**config.mk**
```make
export PLATFORM = sky130hd
export DESIGN_NAME = fcf_device_flat
export DESIGN_NICKNAME = d
export VERILOG_FILES = /design/src/fcf_pkg.sv /design/src/fcf_link_if.sv /design/src/fcf_device.sv /design/src/flat_wrapper.sv
export VERILOG_INCLUDE_DIRS = /design/src /design/src/src
export SDC_FILE = /design/constraint.sdc
export NUM_CORES = 1
export LEC_CHECK = 0
export ABC_AREA = 1
export CORE_ASPECT_RATIO = 1.2
export CORE_MARGIN = 3
export CORE_UTILIZATION = 52
export DETAILED_ROUTE_END_ITERATION = 6
export DONT_BUFFER_PORTS = 1
export PLACE_DENSITY = 0.67
export SYNTH_ARGS = -nofsm -noshare
export SYNTH_HDL_FRONTEND = slang
export SYNTH_SLANG_ARGS = --single-unit
export TNS_END_PERCENT = 5
```
**constraint.sdc**
```tcl
create_clock -name clk -period 3.3 [get_ports clk]
set_input_delay 0.33 -clock clk [delete_from_list [all_inputs] [get_ports clk]]
set_output_delay 0.33 -clock clk [all_outputs]
set_load 0.02 [all_outputs]
```
**src/fcf_cfg.svh**
```systemverilog
/*
 Timing counts, opcodes and frame field positions for the flash command framer.
 Assumes a 25 MHz system clock; included by the package and both ends.
*/
`ifndef FCF_CFG_SVH
`define FCF_CFG_SVH
`define FCF_CLK_MHZ          25
`define FCF_READ_WAIT_US     70
`define FCF_PROG_WAIT_MS     3
`define FCF_READ_WAIT_CYC    ((`FCF_READ_WAIT_US * `FCF_CLK_MHZ))
`define FCF_PROG_WAIT_CYC    ((`FCF_PROG_WAIT_MS * 1000 * `FCF_CLK_MHZ))
`define FCF_RSVD_BITS        5
`define FCF_PAGE_BITS        10
`define FCF_BYTE_BITS        9
`define FCF_ADDR_BITS        24
`define FCF_PAGE_LSB         9
`define FCF_OP_PAGE_A        8'h83
`define FCF_OP_PAGE_B        8'h88
`define FCF_OP_BUF_A         8'h84
`define FCF_OP_BUF_B         8'hD1
`define FCF_OP_BUF_C         8'hD4
`define FCF_OP_DUM4_A        8'hD2
`define FCF_OP_DUM4_B        8'hE8
`define FCF_OP_ID            8'h9F
`define FCF_OP_DPD           8'hB9
`define FCF_OP_WAKE          8'hAB
`define FCF_OP_STATUS        8'hD7
`define FCF_DUM_LONG         3'h4
`define FCF_DUM_SHORT        3'h1
`define FCF_SCK_DIV          8'h08
`endif

```
**src/fcf_pkg.sv**
```systemverilog
/*
 Types shared by the flash command framer ends.
 Assumes fcf_cfg.svh holds the constants.
*/
`include "fcf_cfg.svh"
package fcf_pkg;
	typedef enum logic [1:0] {
		FCF_MODE0 = 2'h0,
		FCF_MODE3 = 2'h3
	} fcf_mode_t;

	typedef enum logic [2:0] {
		FCF_KIND_NOADDR = 3'h0,
		FCF_KIND_FULL   = 3'h1,
		FCF_KIND_PAGE   = 3'h2,
		FCF_KIND_BUF    = 3'h3
	} fcf_kind_t;

	// Number of extra dummy bytes after the address
	function automatic logic [2:0] fcf_dummy(input logic [7:0] op);
		if (op == `FCF_OP_DUM4_A || op == `FCF_OP_DUM4_B)
			return `FCF_DUM_LONG;
		else if (op == `FCF_OP_BUF_C)
			return `FCF_DUM_SHORT;
		else
			return 3'h0;
	endfunction

	// Opcodes that carry no address
	function automatic logic fcf_no_addr(input logic [7:0] op);
		return (op == `FCF_OP_ID) || (op == `FCF_OP_DPD) ||
			(op == `FCF_OP_WAKE) || (op == `FCF_OP_STATUS);
	endfunction

	// Which fields of the address are meaningful
	function automatic fcf_kind_t fcf_kind(input logic [7:0] op);
		if (fcf_no_addr(op))
			return FCF_KIND_NOADDR;
		else if (op == `FCF_OP_PAGE_A || op == `FCF_OP_PAGE_B)
			return FCF_KIND_PAGE;
		else if (op == `FCF_OP_BUF_A || op == `FCF_OP_BUF_B || op == `FCF_OP_BUF_C)
			return FCF_KIND_BUF;
		else
			return FCF_KIND_FULL;
	endfunction
endpackage
```
**src/fcf_link_if.sv**
```systemverilog
/*
 SPI wires between the host controller and the flash front end.
 Assumes both ends share clk; the bench resolves so from the enable.
*/
`timescale 1ns/100ps
interface fcf_link_if;
	logic select_low_input;
	logic sck;
	logic si;
	logic so_out;
	logic so_oe;
	logic so_in;

	modport device (
		input  select_low_input,
		input  sck,
		input  si,
		output so_out,
		output so_oe
	);
	modport host (
		output select_low_input,
		output sck,
		output si,
		input  so_in
	);
endinterface

```
**src/fcf_device.sv**
```systemverilog
/*
 Flash SPI slave front end: power-up gate, mode pick and command framing.
 Assumes select, clock and input arrive asynchronously and are synchronised here.
*/
`timescale 1ns/100ps
`include "fcf_cfg.svh"
module fcf_device
	import fcf_pkg::*;
#(
	parameter int PROG_WAIT_CYC = `FCF_PROG_WAIT_CYC,
	parameter int READ_WAIT_CYC = `FCF_READ_WAIT_CYC
) (
	// Clock and reset
	input  wire logic        clk,
	input  wire logic        sys_rst,
	// Link
	fcf_link_if.device       link,
	// Power-on reset and status
	input  wire logic        por_active,
	output logic             ready_read,
	output logic             ready_prog,
	output logic             standby,
	output logic             active,
	output fcf_mode_t        mode,
	// Decoded frame
	output logic             cmd_valid,
	output logic [7:0]       cmd_opcode,
	output fcf_kind_t        cmd_kind,
	output logic [9:0]       cmd_page,
	output logic [8:0]       cmd_byte,
	output logic             data_phase,
	// Read data to shift out
	input  wire logic [7:0]  tx_byte,
	output logic             tx_take
);
	// Elaboration check: the read wait must fit inside the program wait
	if (PROG_WAIT_CYC < 1 || READ_WAIT_CYC < 1 || READ_WAIT_CYC > PROG_WAIT_CYC) begin
		$error("fcf_device: bad wait counts");
	end

	// Synchronisers; the second stage is read as the pin, the third as its previous value for edges
	logic [2:0] sync1, sync2, sync3;
	logic [2:0] next_sync1, next_sync2, next_sync3;
	logic       cs_n, sck_s, si_s, cs_prev, sck_prev;

	always_comb begin
		next_sync1 = {link.select_low_input, link.sck, link.si};
		next_sync2 = sync1;
		next_sync3 = sync2;
	end

	always_ff @(posedge clk) begin
		if (sys_rst) begin
			sync1 <= 3'h7;
			sync2 <= 3'h7;
			sync3 <= 3'h7;
		end else begin
			sync1 <= next_sync1;
			sync2 <= next_sync2;
			sync3 <= next_sync3;
		end
	end

	assign cs_n     = sync2[2];
	assign sck_s    = sync2[1];
	assign si_s     = sync2[0];
	assign cs_prev  = sync3[2];
	assign sck_prev = sync3[1];

	// Power-up wait counter; restarts whenever internal reset is held
	logic [31:0] wait_cnt, next_wait_cnt;

	always_comb begin
		next_wait_cnt = wait_cnt;
		if (por_active)
			next_wait_cnt = 32'h0;
		else if (wait_cnt < 32'(PROG_WAIT_CYC))
			next_wait_cnt = wait_cnt + 32'h1;
	end

	always_ff @(posedge clk) begin
		if (sys_rst)
			wait_cnt <= 32'h0;
		else
			wait_cnt <= next_wait_cnt;
	end

	assign ready_read = (wait_cnt >= 32'(READ_WAIT_CYC));
	assign ready_prog = (wait_cnt >= 32'(PROG_WAIT_CYC));
	assign standby    = ready_prog && cs_n;
	assign active     = ready_prog && !cs_n;

	// Frame engine states
	typedef enum logic [4:0] {
		FCF_IDLE  = 5'h01,
		FCF_OPC   = 5'h02,
		FCF_ADDR  = 5'h04,
		FCF_DUMMY = 5'h08,
		FCF_DATA  = 5'h10
	} fcf_state_t;

	fcf_state_t  state, next_state;
	logic        armed, next_armed;
	logic [5:0]  bit_cnt, next_bit_cnt;
	logic [23:0] shreg, next_shreg;
	logic [2:0]  dum_left, next_dum_left;
	logic [7:0]  txsh, next_txsh;
	logic        so_bit, next_so_bit;
	logic        oe, next_oe;
	fcf_mode_t   next_mode;
	logic        next_valid;
	logic [7:0]  next_opcode;
	fcf_kind_t   next_kind;
	logic [9:0]  next_page;
	logic [8:0]  next_byte;
	logic        cs_fall, sck_rise, sck_fall;

	assign cs_fall  = cs_prev && !cs_n;
	assign sck_rise = !sck_prev && sck_s && !cs_n;
	assign sck_fall = sck_prev && !sck_s && !cs_n;

	// Bit-level framing; input sampled on rising, output shifted on falling
	always_comb begin
		next_state    = state;
		next_armed    = armed;
		next_bit_cnt  = bit_cnt;
		next_shreg    = shreg;
		next_dum_left = dum_left;
		next_txsh     = txsh;
		next_so_bit   = so_bit;
		next_oe       = oe;
		next_mode     = mode;
		next_valid    = 1'b0;
		next_opcode   = cmd_opcode;
		next_kind     = cmd_kind;
		next_page     = cmd_page;
		next_byte     = cmd_byte;
		tx_take       = 1'b0;
		if (cs_n || por_active) begin
			// Partial opcode or address is simply dropped
			next_state = FCF_IDLE;
			next_oe    = 1'b0;
			if (por_active)
				next_armed = 1'b0;
			else
				next_armed = 1'b1; // Select high seen; a fall may start a frame
		end else begin
			case (state)
				FCF_IDLE: begin
					if (cs_fall && armed && ready_read) begin
						next_mode    = sck_s ? FCF_MODE3 : FCF_MODE0;
						next_state   = FCF_OPC;
						next_bit_cnt = 6'h0;
					end
				end
				FCF_OPC: begin
					if (sck_rise) begin
						next_shreg   = {shreg[22:0], si_s};
						next_bit_cnt = bit_cnt + 6'h1;
						if (bit_cnt == 6'h7) begin
							next_opcode  = {shreg[6:0], si_s};
							next_kind    = fcf_kind({shreg[6:0], si_s});
							next_bit_cnt = 6'h0;
							if (fcf_no_addr({shreg[6:0], si_s})) begin
								next_valid = 1'b1;
								next_state = FCF_DATA;
							end else begin
								next_state = FCF_ADDR;
							end
						end
					end
				end
				FCF_ADDR: begin
					if (sck_rise) begin
						next_shreg   = {shreg[22:0], si_s};
						next_bit_cnt = bit_cnt + 6'h1;
						if (bit_cnt == 6'(`FCF_ADDR_BITS - 1)) begin
							// Top 5 bits reserved; page then byte field
							next_page = shreg[`FCF_PAGE_LSB + 8 -: `FCF_PAGE_BITS];
							next_byte = {shreg[7:0], si_s};
							// Unused field is don't-care and forced to zero
							if (cmd_kind == FCF_KIND_PAGE)
								next_byte = 9'h0;
							if (cmd_kind == FCF_KIND_BUF)
								next_page = 10'h0;
							next_bit_cnt  = 6'h0;
							next_dum_left = fcf_dummy(cmd_opcode);
							if (fcf_dummy(cmd_opcode) == 3'h0) begin
								next_valid = 1'b1;
								next_state = FCF_DATA;
							end else begin
								next_state = FCF_DUMMY;
							end
						end
					end
				end
				FCF_DUMMY: begin
					if (sck_rise) begin
						next_bit_cnt = bit_cnt + 6'h1;
						if (bit_cnt == 6'h7) begin
							next_bit_cnt  = 6'h0;
							next_dum_left = dum_left - 3'h1;
							if (dum_left == 3'h1) begin
								next_valid = 1'b1;
								next_state = FCF_DATA;
							end
						end
					end
				end
				FCF_DATA: begin
					// Output driven only after the opcode and any address and dummies
					if (sck_fall) begin
						next_oe = 1'b1;
						if (bit_cnt == 6'h0) begin
							tx_take     = 1'b1;
							next_so_bit = tx_byte[7];
							next_txsh   = {tx_byte[6:0], 1'b0};
						end else begin
							next_so_bit = txsh[7];
							next_txsh   = {txsh[6:0], 1'b0};
						end
						next_bit_cnt = (bit_cnt == 6'h7) ? 6'h0 : bit_cnt + 6'h1;
					end
				end
				default: next_state = FCF_IDLE;
			endcase
		end
	end

	always_ff @(posedge clk) begin
		if (sys_rst) begin
			state      <= FCF_IDLE;
			armed      <= 1'b0;
			bit_cnt    <= 6'h0;
			shreg      <= 24'h0;
			dum_left   <= 3'h0;
			txsh       <= 8'h0;
			so_bit     <= 1'b0;
			oe         <= 1'b0;
			mode       <= FCF_MODE0;
			cmd_valid  <= 1'b0;
			cmd_opcode <= 8'h0;
			cmd_kind   <= FCF_KIND_NOADDR;
			cmd_page   <= 10'h0;
			cmd_byte   <= 9'h0;
		end else begin
			state      <= next_state;
			armed      <= next_armed;
			bit_cnt    <= next_bit_cnt;
			shreg      <= next_shreg;
			dum_left   <= next_dum_left;
			txsh       <= next_txsh;
			so_bit     <= next_so_bit;
			oe         <= next_oe;
			mode       <= next_mode;
			cmd_valid  <= next_valid;
			cmd_opcode <= next_opcode;
			cmd_kind   <= next_kind;
			cmd_page   <= next_page;
			cmd_byte   <= next_byte;
		end
	end

	assign data_phase  = (state == FCF_DATA);
	assign link.so_out = so_bit;
	assign link.so_oe  = oe;
endmodule

```
**src/flat_wrapper.sv**
```systemverilog
// flat-port wrapper written by rule: the top's interface ports become plain ports
module fcf_device_flat import fcf_pkg::*;
#(
	parameter int PROG_WAIT_CYC = `FCF_PROG_WAIT_CYC,
	parameter int READ_WAIT_CYC = `FCF_READ_WAIT_CYC
)
  (clk, sys_rst, por_active, ready_read, ready_prog, standby, active, mode, cmd_valid, cmd_opcode, cmd_kind, cmd_page, cmd_byte, data_phase, tx_byte, tx_take, link_select_low_input, link_sck, link_si, link_so_out, link_so_oe);
  fcf_link_if link_i ();
  input  wire logic clk;
  input  wire logic sys_rst;
  input  wire logic por_active;
  output logic ready_read;
  output logic ready_prog;
  output logic standby;
  output logic active;
  output fcf_mode_t mode;
  output logic cmd_valid;
  output logic [7:0] cmd_opcode;
  output fcf_kind_t cmd_kind;
  output logic [9:0] cmd_page;
  output logic [8:0] cmd_byte;
  output logic data_phase;
  input  wire logic [7:0] tx_byte;
  output logic tx_take;
  input wire logic [$bits(link_i.select_low_input)-1:0] link_select_low_input;
  input wire logic [$bits(link_i.sck)-1:0] link_sck;
  input wire logic [$bits(link_i.si)-1:0] link_si;
  output wire logic [$bits(link_i.so_out)-1:0] link_so_out;
  output wire logic [$bits(link_i.so_oe)-1:0] link_so_oe;
  assign link_i.select_low_input = link_select_low_input;
  assign link_i.sck = link_sck;
  assign link_i.si = link_si;
  assign link_so_out = link_i.so_out;
  assign link_so_oe = link_i.so_oe;
  fcf_device #(.PROG_WAIT_CYC(PROG_WAIT_CYC), .READ_WAIT_CYC(READ_WAIT_CYC)) u_core (.clk(clk), .sys_rst(sys_rst), .link(link_i), .por_active(por_active), .ready_read(ready_read), .ready_prog(ready_prog), .standby(standby), .active(active), .mode(mode), .cmd_valid(cmd_valid), .cmd_opcode(cmd_opcode), .cmd_kind(cmd_kind), .cmd_page(cmd_page), .cmd_byte(cmd_byte), .data_phase(data_phase), .tx_byte(tx_byte), .tx_take(tx_take));
endmodule
```
# After elaboration in Yosys (flattened, before gate mapping)
# Cells that the tools add are included.
# totals
regBits	117
elab_cells	145
out_inout_bits	41
in_bits	14
# classes
eq_ne	32
order_cmp	3
bitwise_logic	2
reduce_logical	37
muxes	50
addsub	3
# ops
cell	n
8-bit == test, second input constant	12
5-bit two-way mux	10
6-bit two-way mux	6
32-bit by 1-bit adder with 32-bit output, second input constant	1
32-bit by 11-bit greater-or-equal comparator with 1-bit output, second input constant	1
32-bit by 17-bit greater-or-equal comparator with 1-bit output, second input constant	1
32-bit by 17-bit < comparator with 1-bit output, second input constant	1
3-bit two-way mux	9
5-bit case mux with 5 select lines	1
6-bit case mux with 4 select lines	1
2-bit by 1-bit != test with 1-bit output, second input constant	10
1-bit two-way mux	16
6-bit AND reduction	2
10-bit two-way mux	1
1-bit logical AND	9
9-bit two-way mux	1
3-bit AND reduction	3
9-bit AND reduction	1
1-bit logical OR	8
8-bit two-way mux	1
4-bit AND reduction	2
2-bit OR reduction	4
6-bit by 1-bit adder with 6-bit output, second input constant	1
3-bit by 2-bit == test with 1-bit output, second input constant	2
19 further kinds	23

# Longest topological paths before layout
# Gate-level depths: netlist of the first run.
# logic_depth
ltp_word	12
depth_mapped	13
mapped_depth_nobuf	12

# Worst setup path after synthesis of the first run
# No wires, ideal clock.
# synth_timing
path_kind	register -> output
from	reg u_core.wait_cnt[5]
to	out active
n_path_buf	1
path_stages_with_launch	10
arrival_time_ns	1.489
required_ns	2.970
setup_slack_ns	1.481
cell_sequence	dfxtp_1 nand2_1 nor2_1 nand3_1 nor2_1 nor2_1 nand2_4 inv_2 buf_4 nor2_1
# synth_via
elab_chain_cells	2
# synth_rtl
item	line	text
from (decl)	fcf_device.sv:71	logic [31:0] wait_cnt, next_wait_cnt;
from (signal assigned)	fcf_device.sv:85	wait_cnt <= next_wait_cnt;
32-bit by 17-bit greater-or-equal comparator with 1-bit output	fcf_device.sv:89	assign ready_prog = (wait_cnt >= 32'(PROG_WAIT_CYC));
1-bit logical AND	fcf_device.sv:91	assign active = ready_prog && !cs_n;
to (decl)	flat_wrapper.sv:15	output logic active;
# Every way passes these cells.

# Worst setup path in the final report of the first run
# layout_timing
from	reg u_core.sync2[2], in the netlist u_core.next_sync3[2]
to	out tx_take
# layout_via
elab_chain_cells	5
word_cells_on_any_way	6
cone_classes	3 x mux; 3 x reduce/logical
# layout_rtl
item	line	text
from (decl)	fcf_device.sv:42	logic [2:0] sync1, sync2, sync3;
from (signal assigned)	fcf_device.sv:59	sync2 <= next_sync2;
1-bit zero test	fcf_device.sv:120	assign sck_fall = sck_prev && !sck_s && !cs_n;
1-bit logical AND	fcf_device.sv:120	
1-bit two-way mux	fcf_device.sv:212	if (sck_fall) begin
1-bit two-way mux	fcf_device.sv:148	case (state)
1-bit two-way mux *	fcf_device.sv:139	if (cs_n || por_active) begin
to (decl)	flat_wrapper.sv:24	output logic tx_take;
# Mark *: on every way between the ends. The rest lies on a longest branch, timed or not.

==> results of run 1 <==
-- final timing paths --
path	from	endpoint	slack, ns	depth (start not counted)
worst max-delay path	u_core.next_sync3[2]	tx_take	0.73	7
worst min-delay path	link_si	u_core.next_sync2[0]	0.02	1
worst max register to register	u_core.bit_cnt[1]	u_core.cmd_byte[0]	0.98	6
worst min register to register	u_core.next_sync2[0]	u_core.next_sync3[0]	0.41	1
-- sequential cells by signal, summed over array words and instances (netlist names), 2 cells and up --
signal / flops
u_core.next_sync3: 3
u_core.next_sync2: 3
u_core.cmd_byte: 9
u_core.state: 5
u_core.bit_cnt: 6
u_core.shreg: 18
u_core.txsh: 7
u_core.dum_left: 3
u_core.wait_cnt: 32
u_core.cmd_page: 10
u_core.cmd_opcode: 8
u_core.sync3: 2
u_core.cmd_kind: 2
-- cell usage after synthesis (2+ instances only) --
master,instances
nor2_1,113
a211oi_2,10
nor2_4,3
nor4_1,2
o21ai_0,39
clkbuf_1,11
xnor2_1,7
nor3_1,13
nand4_1,8
o21ai_1,4
a21oi_1,69
nand3_2,2
inv_2,9
dfxtp_1,113
ha_1,6
nand2_1,136
buf_4,6
a211oi_1,9
a31oi_1,7
nand2_2,3
nor2_2,4
or2_2,6
buf_6,3
nand3_1,41
buf_2,6
inv_1,95
xor2_1,11
-- worst max-delay path, delay by kind of cell, from the launching register on --
family,cells,cell delay (ns)
buf+inv,3,0.38
flops,1,0.35
simple gates,4,1.09
-- power by group through the flow --
stage               clock network (mW)  registers, mW  logic, mW
floorplan                            0           1.40     0.0369
global placement                     0           1.40     0.0367
detailed placement                   0           1.40     0.0371
CTS                               1.78           1.37     0.0473
global route                      1.83           1.38     0.0538
finish                            1.74           1.38     0.0472
-- area by class of cell --
| type | instances | share of cell area [%] |
|---|---|---|
| Inverter | 104 | 6.606 |
| Sequential cell | 113 | 38.28 |
| Timing Repair Buffer | 4 | 0.7622 |
| Clock buffer | 20 | 7.898 |
| Multi-Input combinational cell | 500 | 42.03 |
| Tap cell | 123 | 2.604 |
| Clock inverter | 12 | 1.821 |
-- logic make-up (layout without fill, tap and decap cells) --
kind of cell | count (synthesis) | after routing
other cells | 1 | 1
compound gates | 141 | 141
flops | 113 | 113
fa+ha+maj | 6 | 6
buf+inv | 131 | 140
xor+xnor | 18 | 18
simple gates | 334 | 334
-- metal layers --
layer | part of all wire [%] | routed length [µm] | up-vias
li1 | - | - | 2376
met1 | 44 | 5149 | 2122
met2 | 49 | 5729 | 124
met3 | 5.8 | 679 | 21
met4 | 1.7 | 199 | 0
met5 | 0 | 0 | -
-- metrics by stage --
step	hold slack, ns	std cells
3_3_place_gp	0.3972	842
4_1_cts	0.003616	876
3_5_place_dp	0.3985	842
2_1_floorplan	0.3895	744
6_report	0.01743	876
5_1_grt	0.004711	876
-- repair_timing --
item                      4_1_cts  5_1_grt
hold endpoints to repair       27        0
resized for setup               0        0
hold buffers                    2        0
==> impl_metrics.json, run 1 <==
{
  "synthMuxAreaShare_pct": 0,
  "cts.path.max_buffers": 2,
  "slew_headroom_pct": 37.80,
  "drt-pass1-iter-count": 7,
  "cts.htree.levels": 4,
  "internal_power_mw": 2.479,
  "fin_nets": 760,
  "synth_xor_area_share_pct": 2.979,
  "ir_worst_vdd_uv": 390.0,
  "routed_via_density": 5.300,
  "min_period_over_period_pct": 77.88,
  "hp-class": "input port to register",
  "finalWirelength_mm": 11.76,
  "clockPowerShare_pct": 55.0,
  "dominantRegCellSynth": "dfxtp_1",
  "ys_async_sr_fraction_pct": 0,
  "setup.worst_path.start_class": "register",
  "seq_area_mm2": 0.002262,
  "cts_buffers": 17,
  "power_leakage_nw": 2.289,
  "fp.dieW_um": 98.09,
  "num_rows": 39,
  "fin_tns_setup_ns": 0,
  "overflow": 0,
  "max_slew.worst_pin.slew_ns": 0.9319,
  "synth_area_per_cell_um2": 7.112,
  "ys_types": 35,
  "critPathMaxFanout": 15,
  "core-area_mm2": 0.009711,
  "die_y_um": 116.5,
  "p_sw_share_pct": 21.60,
  "status": "completed",
  "gr-usage-met1_pct": 25.31,
  "clock_sinks": 113,
  "setup_ws_ns": 0.7299,
  "seqPwrFrac_pct": 43.5,
  "yosysSeqAreaShare_pct": 42.75,
  "critPathSlowestCell": "nor2_2",
  "arrival_ns": 2.24,
  "p_total_mw": 3.161,
  "synth-compound-area-share_pct": 15.49,
  "io_pins": 55,
  "grt_pass1_vias": 4435,
  "ys_warn_count": 0,
  "grt_pass1_wl_mm": 20.34,
  "cts_setup_buffers": 0,
  "max_freq_mhz": 389.1,
  "maxSlewViolCount": 0,
  "grt-busiest-layer": "met2",
  "synth_adder_area_share_pct": 1.419,
  "finalSetupViolations": 0,
  "rsz0062_at_grt": "false",
  "drt-wirelength-per-cell_um": 13.42,
  "postLayoutCoreUtil_pct": 60.86,
  "power-per-cell-area_mw_per_mm2": 535.0,
  "end_kind": "primary output",
  "synth_top_cell_by_area": "dfxtp_1",
  "use_met2_pct": 38.87,
  "antenna_found_initial": 0,
  "clk_latency_ns": 0.42,
  "grt_usage_pct": 22.17,
  "drive_gt1_share_pct": 9.827,
  "synth.top_cell.area_share_pct": 42.75,
  "fillers": 900,
  "fin_skew_ns": 0.01198,
  "drt_iter0_markers": 220,
  "die_area_mm2": 0.01143,
  "portBuffers": 0,
  "switching_power_mw": 0.6829,
  "critPathKind": "register to primary output",
  "synth_nets": 764,
  "fin_area_mm2": 0.005909,
  "cts_tree": "yes",
  "grt_max_degree": 41,
  "synthCells": 744,
  "p_comb_share_pct": 1.5,
  "synth-edff-count": 0,
  "antennaDiodeCount": 0,
  "multi_input_area_mm2": 0.002484,
  "maxCapViolations": 0,
  "syn_area_mm2": 0.005291,
  "synth_area_leaders": "dfxtp_1 43%, nand2_1 9.6%, nor2_1 8.0%",
  "crit_chain": "inv_1, nand3_1, nor2_1, inv_1, nor2_2, inv_2, nor2_1",
  "max_stage_delay_ns": 0.41,
  "post-route-drc-count": 0,
  "met3_usage_pct": 6.511,
  "ys_ff_latch": 113,
  "syn2layout_area_growth_pct": 11.68,
  "placed_cell_area_mm2": 0.005305,
  "synth_top_family_by_area": "simple AND/OR/NAND/NOR gates",
  "vias": 4643,
  "post-place-ws_ns": 1.020,
  "hold_violations": 0,
  "cts.root.buffer_cell": "clkbuf_16",
  "final_cell_mix": "136 x nand2_1, 113 x nor2_1, 113 x dfxtp_1",
  "place.gp.congestion": 0.9050,
  "synthSimpleGateAreaFrac_pct": 26.98,
  "layout_commonest_cell": "nand2_1",
  "clk_pin_slew_worst_paths_ns": 0.05,
  "period_needed_ns": 2.570,
  "final_antenna_net_count": 0,
  "required_ns": 2.97,
  "start_util_pct": 54.49,
  "dp_hpwl_mm": 8.118
}
Note: power is estimated with default switching activity, not from simulation.
==> run 2, diff against run 1 <==
==> constraint.sdc (replaced) <==
create_clock -name clk -period 2.4 [get_ports clk]
set_input_delay 0.24 -clock clk [delete_from_list [all_inputs] [get_ports clk]]
set_output_delay 0.24 -clock clk [all_outputs]
set_load 0.02 [all_outputs]
==> run 2 against run 1 <==
Compared with the run above:
- final cell count up 1.6%
- sequential cell count unchanged
- worst setup slack got worse by 0.52 ns
- first-iteration DRC count grew 24%
- die area unchanged
- sequential power rose by 37%
- via count grew 0.13%
- design area up 2.2%
- count of clock-buffer cells in the layout fell by 1
- hold slack improved by 0.0092 ns
- critical path type unchanged
- largest cell class unchanged
==> impl_metrics.json, run 2 (same netlist as run 1, synthesis figures left out) <==
{
  "postLayoutCoreUtil_pct": 62.22,
  "grt_max_degree": 40,
  "start_util_pct": 54.49,
  "setup.worst_path.start_class": "register",
  "vias": 4649,
  "core-area_mm2": 0.009711,
  "hold_end": "u_core.wait_cnt[0]",
  "cts.htree.levels": 4,
  "placed_cell_area_mm2": 0.005335,
  "power_leakage_nw": 2.343,
  "io_pins": 55,
  "fillers": 899,
  "min_period_over_period_pct": 91.32,
  "rr_endpoint": "u_core.bit_cnt[5]",
  "power-per-cell-area_mw_per_mm2": 716.7,
  "ir_worst_vdd_uv": 621.7,
  "cts_buffers": 17,
  "ff2ff_path_depth": 9,
  "arrival_ns": 1.95,
  "critPathMaxFanout": 7,
  "fin_cells": 890,
  "syn2layout_area_growth_pct": 14.19,
  "hold_start": "sys_rst",
  "status": "completed",
  "hold_slack_ns": 0.02662,
  "slew_headroom_pct": 63.97,
  "max_slew.worst_pin.slew_ns": 0.5385,
  "die_area_mm2": 0.01143,
  "overflow": 0,
  "holdPathStages": 3,
  "cts.path.max_buffers": 2,
  "critPathKind": "register to primary output",
  "drt_iter0_markers": 272,
  "required_ns": 2.16,
  "clk_latency_ns": 0.41,
  "rsz0062_at_grt": "false",
  "top_register": "u_core.wait_cnt",
  "fin_area_mm2": 0.006042,
  "setup_ws_ns": 0.2084,
  "drive_gt1_share_pct": 10.43,
  "fp.dieW_um": 98.09,
  "period_needed_ns": 2.192,
  "finalSetupViolations": 0,
  "die_y_um": 116.5,
  "clk_pin_slew_worst_paths_ns": 0.05,
  "fin_tns_setup_ns": 0,
  "maxSlewViolCount": 0,
  "grt_pass1_vias": 4494,
  "drt-pass1-iter-count": 5,
  "fin_skew_ns": 0.006895,
  "antennaDiodeCount": 0,
  "place.gp.congestion": 0.8753,
  "cts_tree": "yes",
  "final_antenna_net_count": 0,
  "cts_setup_buffers": 0,
  "fin_nets": 774,
  "largest_reg_flops": 32,
  "r2r_start": "u_core.wait_cnt[14]",
  "top_regs": "u_core.wait_cnt (32), u_core.shreg (18), u_core.cmd_page (10)",
  "final_cell_mix": "136 x nand2_1, 113 x dfxtp_1, 111 x nor2_1",
  "cts.root.buffer_cell": "clkbuf_16",
  "grt_usage_pct": 22.27,
  "layout_commonest_cell": "nand2_1",
  "end_kind": "primary output",
  "antenna_found_initial": 0,
  "hp-class": "input port to register",
  "rrSetupSlack_ns": 0.40,
  "post-route-drc-count": 0,
  "portBuffers": 0,
  "placedCellCount": 846,
  "routed_via_density": 5.224,
  "post-place-ws_ns": 0.2124,
  "drt-wirelength-per-cell_um": 13.41,
  "dp_hpwl_mm": 8.332,
  "num_rows": 39,
  "maxCapViolations": 0,
  "finalWirelength_mm": 11.93,
  "grt_pass1_wl_mm": 20.51,
  "max_freq_mhz": 456.3,
  "hold_violations": 0,
  "clock_sinks": 113,
  "p_total_mw": 4.330
}
==> run 2: changes by cell type in the layout (fill, tap and decap cells not counted), sizes merged <==
cell         before  now
dlygate4sd3       1   11
buf               3    7
clkbuf           20   19
clkinvlp          3    4
==> run 2: report_power, final <==
| part | switching [mW] | internal (mW) | leakage (nW) |
|---|---|---|---|
| clock network | 0.887 | 1.47 | 0.271 |
| registers | 0.00562 | 1.89 | 0.912 |
| logic | 0.0489 | 0.0309 | 1.16 |
==> run 2: layout make-up <==
type	count	area [µm²]	area share, %
Clock buffer	19	452.9	7.496
Inverter	104	390.4	6.461
Clock inverter	13	111.4	1.843
Sequential cell	113	2262	37.44
Multi-Input combinational cell	500	2496	41.31
Timing Repair Buffer	18	175.2	2.899
Tap cell	123	153.9	2.547
==> run 2: timing repair <==
| item | CTS | global route |
|---|---|---|
| gates resized for setup | 0 | 3 |
| endpoints found under the setup margin | 0 | 3 |
| endpoints found under the hold margin | 41 | 0 |
| hold buffers | 12 | 0 |
==> run 2: worst max-delay path by stage <==
stage,cells after the start,end,startpoint,slack [ns]
after global routing,8,standby,u_core.wait_cnt[5],0.004
after global placement,9,u_core.shreg[7],u_core.state[0],0.31
after floorplan,9,active,u_core.wait_cnt[5],0.67
after CTS,8,standby,u_core.wait_cnt[5],0.13
final,7,tx_take,u_core.next_sync3[2],0.21
after detailed placement,9,u_core.shreg[7],u_core.state[4],0.21
==> run 2: critical path, stage by stage, from the launching register on <==
cell and delay, ns:
dfxtp_1 0.33, inv_1 0.24, nand3_1 0.17, nor2_1 0.20, inv_1 0.07, nor2_2 0.14, inv_2 0.05, nor2_1 0.34
==> run 2: metal layers <==
layer	vias up	track usage, %	routed length (µm)
met5	-	0	0
met4	0	11.08	242
met3	19	5.854	556
met2	110	39.37	5990
met1	2129	24.95	5145
li1	2391	-	-
==> run 3, diff against run 2 <==
==> constraint.sdc (replaced) <==
create_clock -name clk -period 2.77 [get_ports clk]
set_input_delay 0.277 -clock clk [delete_from_list [all_inputs] [get_ports clk]]
set_output_delay 0.277 -clock clk [all_outputs]
set_load 0.02 [all_outputs]
==> run 3 against run 2 <==
Compared with the run above:
- sequential cell count unchanged
- wire length rose by 0.28%
- global-route usage shrank 0.25 points
- total power fell by 11%
- hold slack got worse by 0.0055 ns
- critical endpoint unchanged
- largest cell class unchanged
- largest power group unchanged
- highest routed layer unchanged
==> impl_metrics.json, run 3 (same netlist as run 1, synthesis figures left out) <==
{
  "critPathKind": "register to primary output",
  "antennaDiodeCount": 0,
  "finalWirelength_mm": 11.97,
  "cts.path.max_buffers": 2,
  "cts.htree.levels": 4,
  "required_ns": 2.49,
  "p_comb_share_pct": 1.6,
  "clockPowerShare_pct": 56.0,
  "setup.worst_path.start_class": "register",
  "num_rows": 39,
  "top_regs": "u_core.wait_cnt (32), u_core.shreg (18), u_core.cmd_page (10)",
  "max_freq_mhz": 391.9,
  "grt_pass1_wl_mm": 20.19,
  "die_area_mm2": 0.01143,
  "max_slew.worst_pin.slew_ns": 0.9947,
  "met3_usage_pct": 6.810,
  "drt-wirelength-per-cell_um": 13.61,
  "ir_worst_vdd_uv": 355.7,
  "syn2layout_area_growth_pct": 12.60,
  "end_kind": "primary output",
  "grt_usage_pct": 22.03,
  "clk_latency_ns": 0.42,
  "clk_pin_slew_worst_paths_ns": 0.06,
  "grt_pass1_vias": 4422,
  "hp-class": "input port to register",
  "fin_nets": 763,
  "portBuffers": 0,
  "hold_violations": 0,
  "largest_reg_flops": 32,
  "dp_hpwl_mm": 8.321,
  "routed_via_density": 5.271,
  "period_needed_ns": 2.551,
  "status": "completed",
  "critPathMaxFanout": 15,
  "critPathSlowestCell": "nor2_2",
  "drt_iter0_markers": 217,
  "crit_chain": "inv_1, nand3_1, nor2_1, inv_1, nor2_2, inv_2, nor2_1",
  "maxSlewViolCount": 0,
  "io_pins": 55,
  "seqPwrFrac_pct": 42.5,
  "p_sw_share_pct": 21.97,
  "gr-usage-met1_pct": 24.49,
  "fin_area_mm2": 0.005958,
  "power_leakage_nw": 2.307,
  "grt_max_degree": 41,
  "min_period_over_period_pct": 92.11,
  "start_util_pct": 54.49,
  "core-area_mm2": 0.009711,
  "slew_headroom_pct": 33.61,
  "cts_tree": "yes",
  "fin_tns_setup_ns": 0,
  "placed_cell_area_mm2": 0.005305,
  "drt-pass1-iter-count": 5,
  "power-per-cell-area_mw_per_mm2": 647.3,
  "layout_commonest_cell": "nand2_1",
  "clock_sinks": 113,
  "final_cell_mix": "136 x nand2_1, 113 x nor2_1, 113 x dfxtp_1",
  "post-route-drc-count": 0,
  "arrival_ns": 2.27,
  "overflow": 0,
  "cts.root.buffer_cell": "clkbuf_16",
  "place.gp.congestion": 0.8835,
  "finalSetupViolations": 0,
  "antenna_found_initial": 0,
  "top_register": "u_core.wait_cnt",
  "fin_skew_ns": 0.01263,
  "max_stage_delay_ns": 0.41,
  "rsz0062_at_grt": "false",
  "maxCapViolations": 0,
  "grt-busiest-layer": "met2",
  "use_met2_pct": 39.28,
  "die_y_um": 116.5,
  "cts_buffers": 17,
  "fp.dieW_um": 98.09,
  "cts_setup_buffers": 0,
  "internal_power_mw": 3.009,
  "vias": 4633,
  "drive_gt1_share_pct": 9.788,
  "switching_power_mw": 0.8474,
  "final_antenna_net_count": 0,
  "fillers": 906
}
-- run 3: critical path: cells and delay by family, from the launching register on --
kind                   cells  cell delay (ns)
buffers and inverters      3             0.38
DFF                        1             0.35
and+or+nand+nor            4             1.14
-- run 3: area by class of cell --
cell class                      count  area [µm²]  area share [%]
Clock inverter                     14       153.9           2.583
Multi-Input combinational cell    500        2484           41.68
Inverter                          104       390.4           6.552
Clock buffer                       18       439.2           7.371
Tap cell                          123       153.9           2.583
Timing Repair Buffer                7       75.07           1.260
Sequential cell                   113        2262           37.97
-- run 3: routing by layer --
metal  routed length (µm)  vias to the layer above
li1                     -                     2378
met1                 5056                     2113
met2                 6047                      128
met3                  685                       14
met4                  178                        0
met5                    0                        -
-- run 3: what timing repair did --
| action | 4_1_cts | 5_1_grt |
|---|---|---|
| resized for setup | 0 | 0 |
| endpoints found under the hold margin | 32 | 0 |
| hold buffers | 5 | 0 |
-- run 3: power groups by stage --
stage | Sequential (mW) | Clock (mW) | Combinational, mW
floorplan | 1.67 | 0 | 0.0440
global placement | 1.67 | 0 | 0.0429
detailed placement | 1.67 | 0 | 0.0440
CTS | 1.64 | 2.19 | 0.0605
global route | 1.64 | 2.27 | 0.0683
finish | 1.64 | 2.16 | 0.0604
-- run 3: metrics by stage --
step | instances | power, mW | util [%] | setup WS [ns] | hold slack (ns)
after global routing | 879 | 3.975 | 61.36 | 0.01217 | 0.01341
after floorplan | 744 | 1.715 | - | 1.004 | 0.3808
after global placement | 842 | 1.716 | 54.63 | 0.6074 | 0.3560
after CTS | 879 | 3.892 | 61.36 | 0.1935 | 0.01153
final | 879 | 3.856 | 61.36 | 0.2186 | 0.02117
after detailed placement | 842 | 1.717 | 54.63 | 0.5514 | 0.3577
-- run 3: worst paths after layout --
check,from,endpoint,slack (ns),cells after the start
setup / recovery,u_core.next_sync3[2],tx_take,0.22,7
hold reg to reg,u_core.next_sync2[0],u_core.next_sync3[0],0.41,1
hold / removal,tx_byte[0],u_core.txsh[1],0.02,2
setup reg to reg,u_core.state[2],u_core.shreg[7],0.51,7
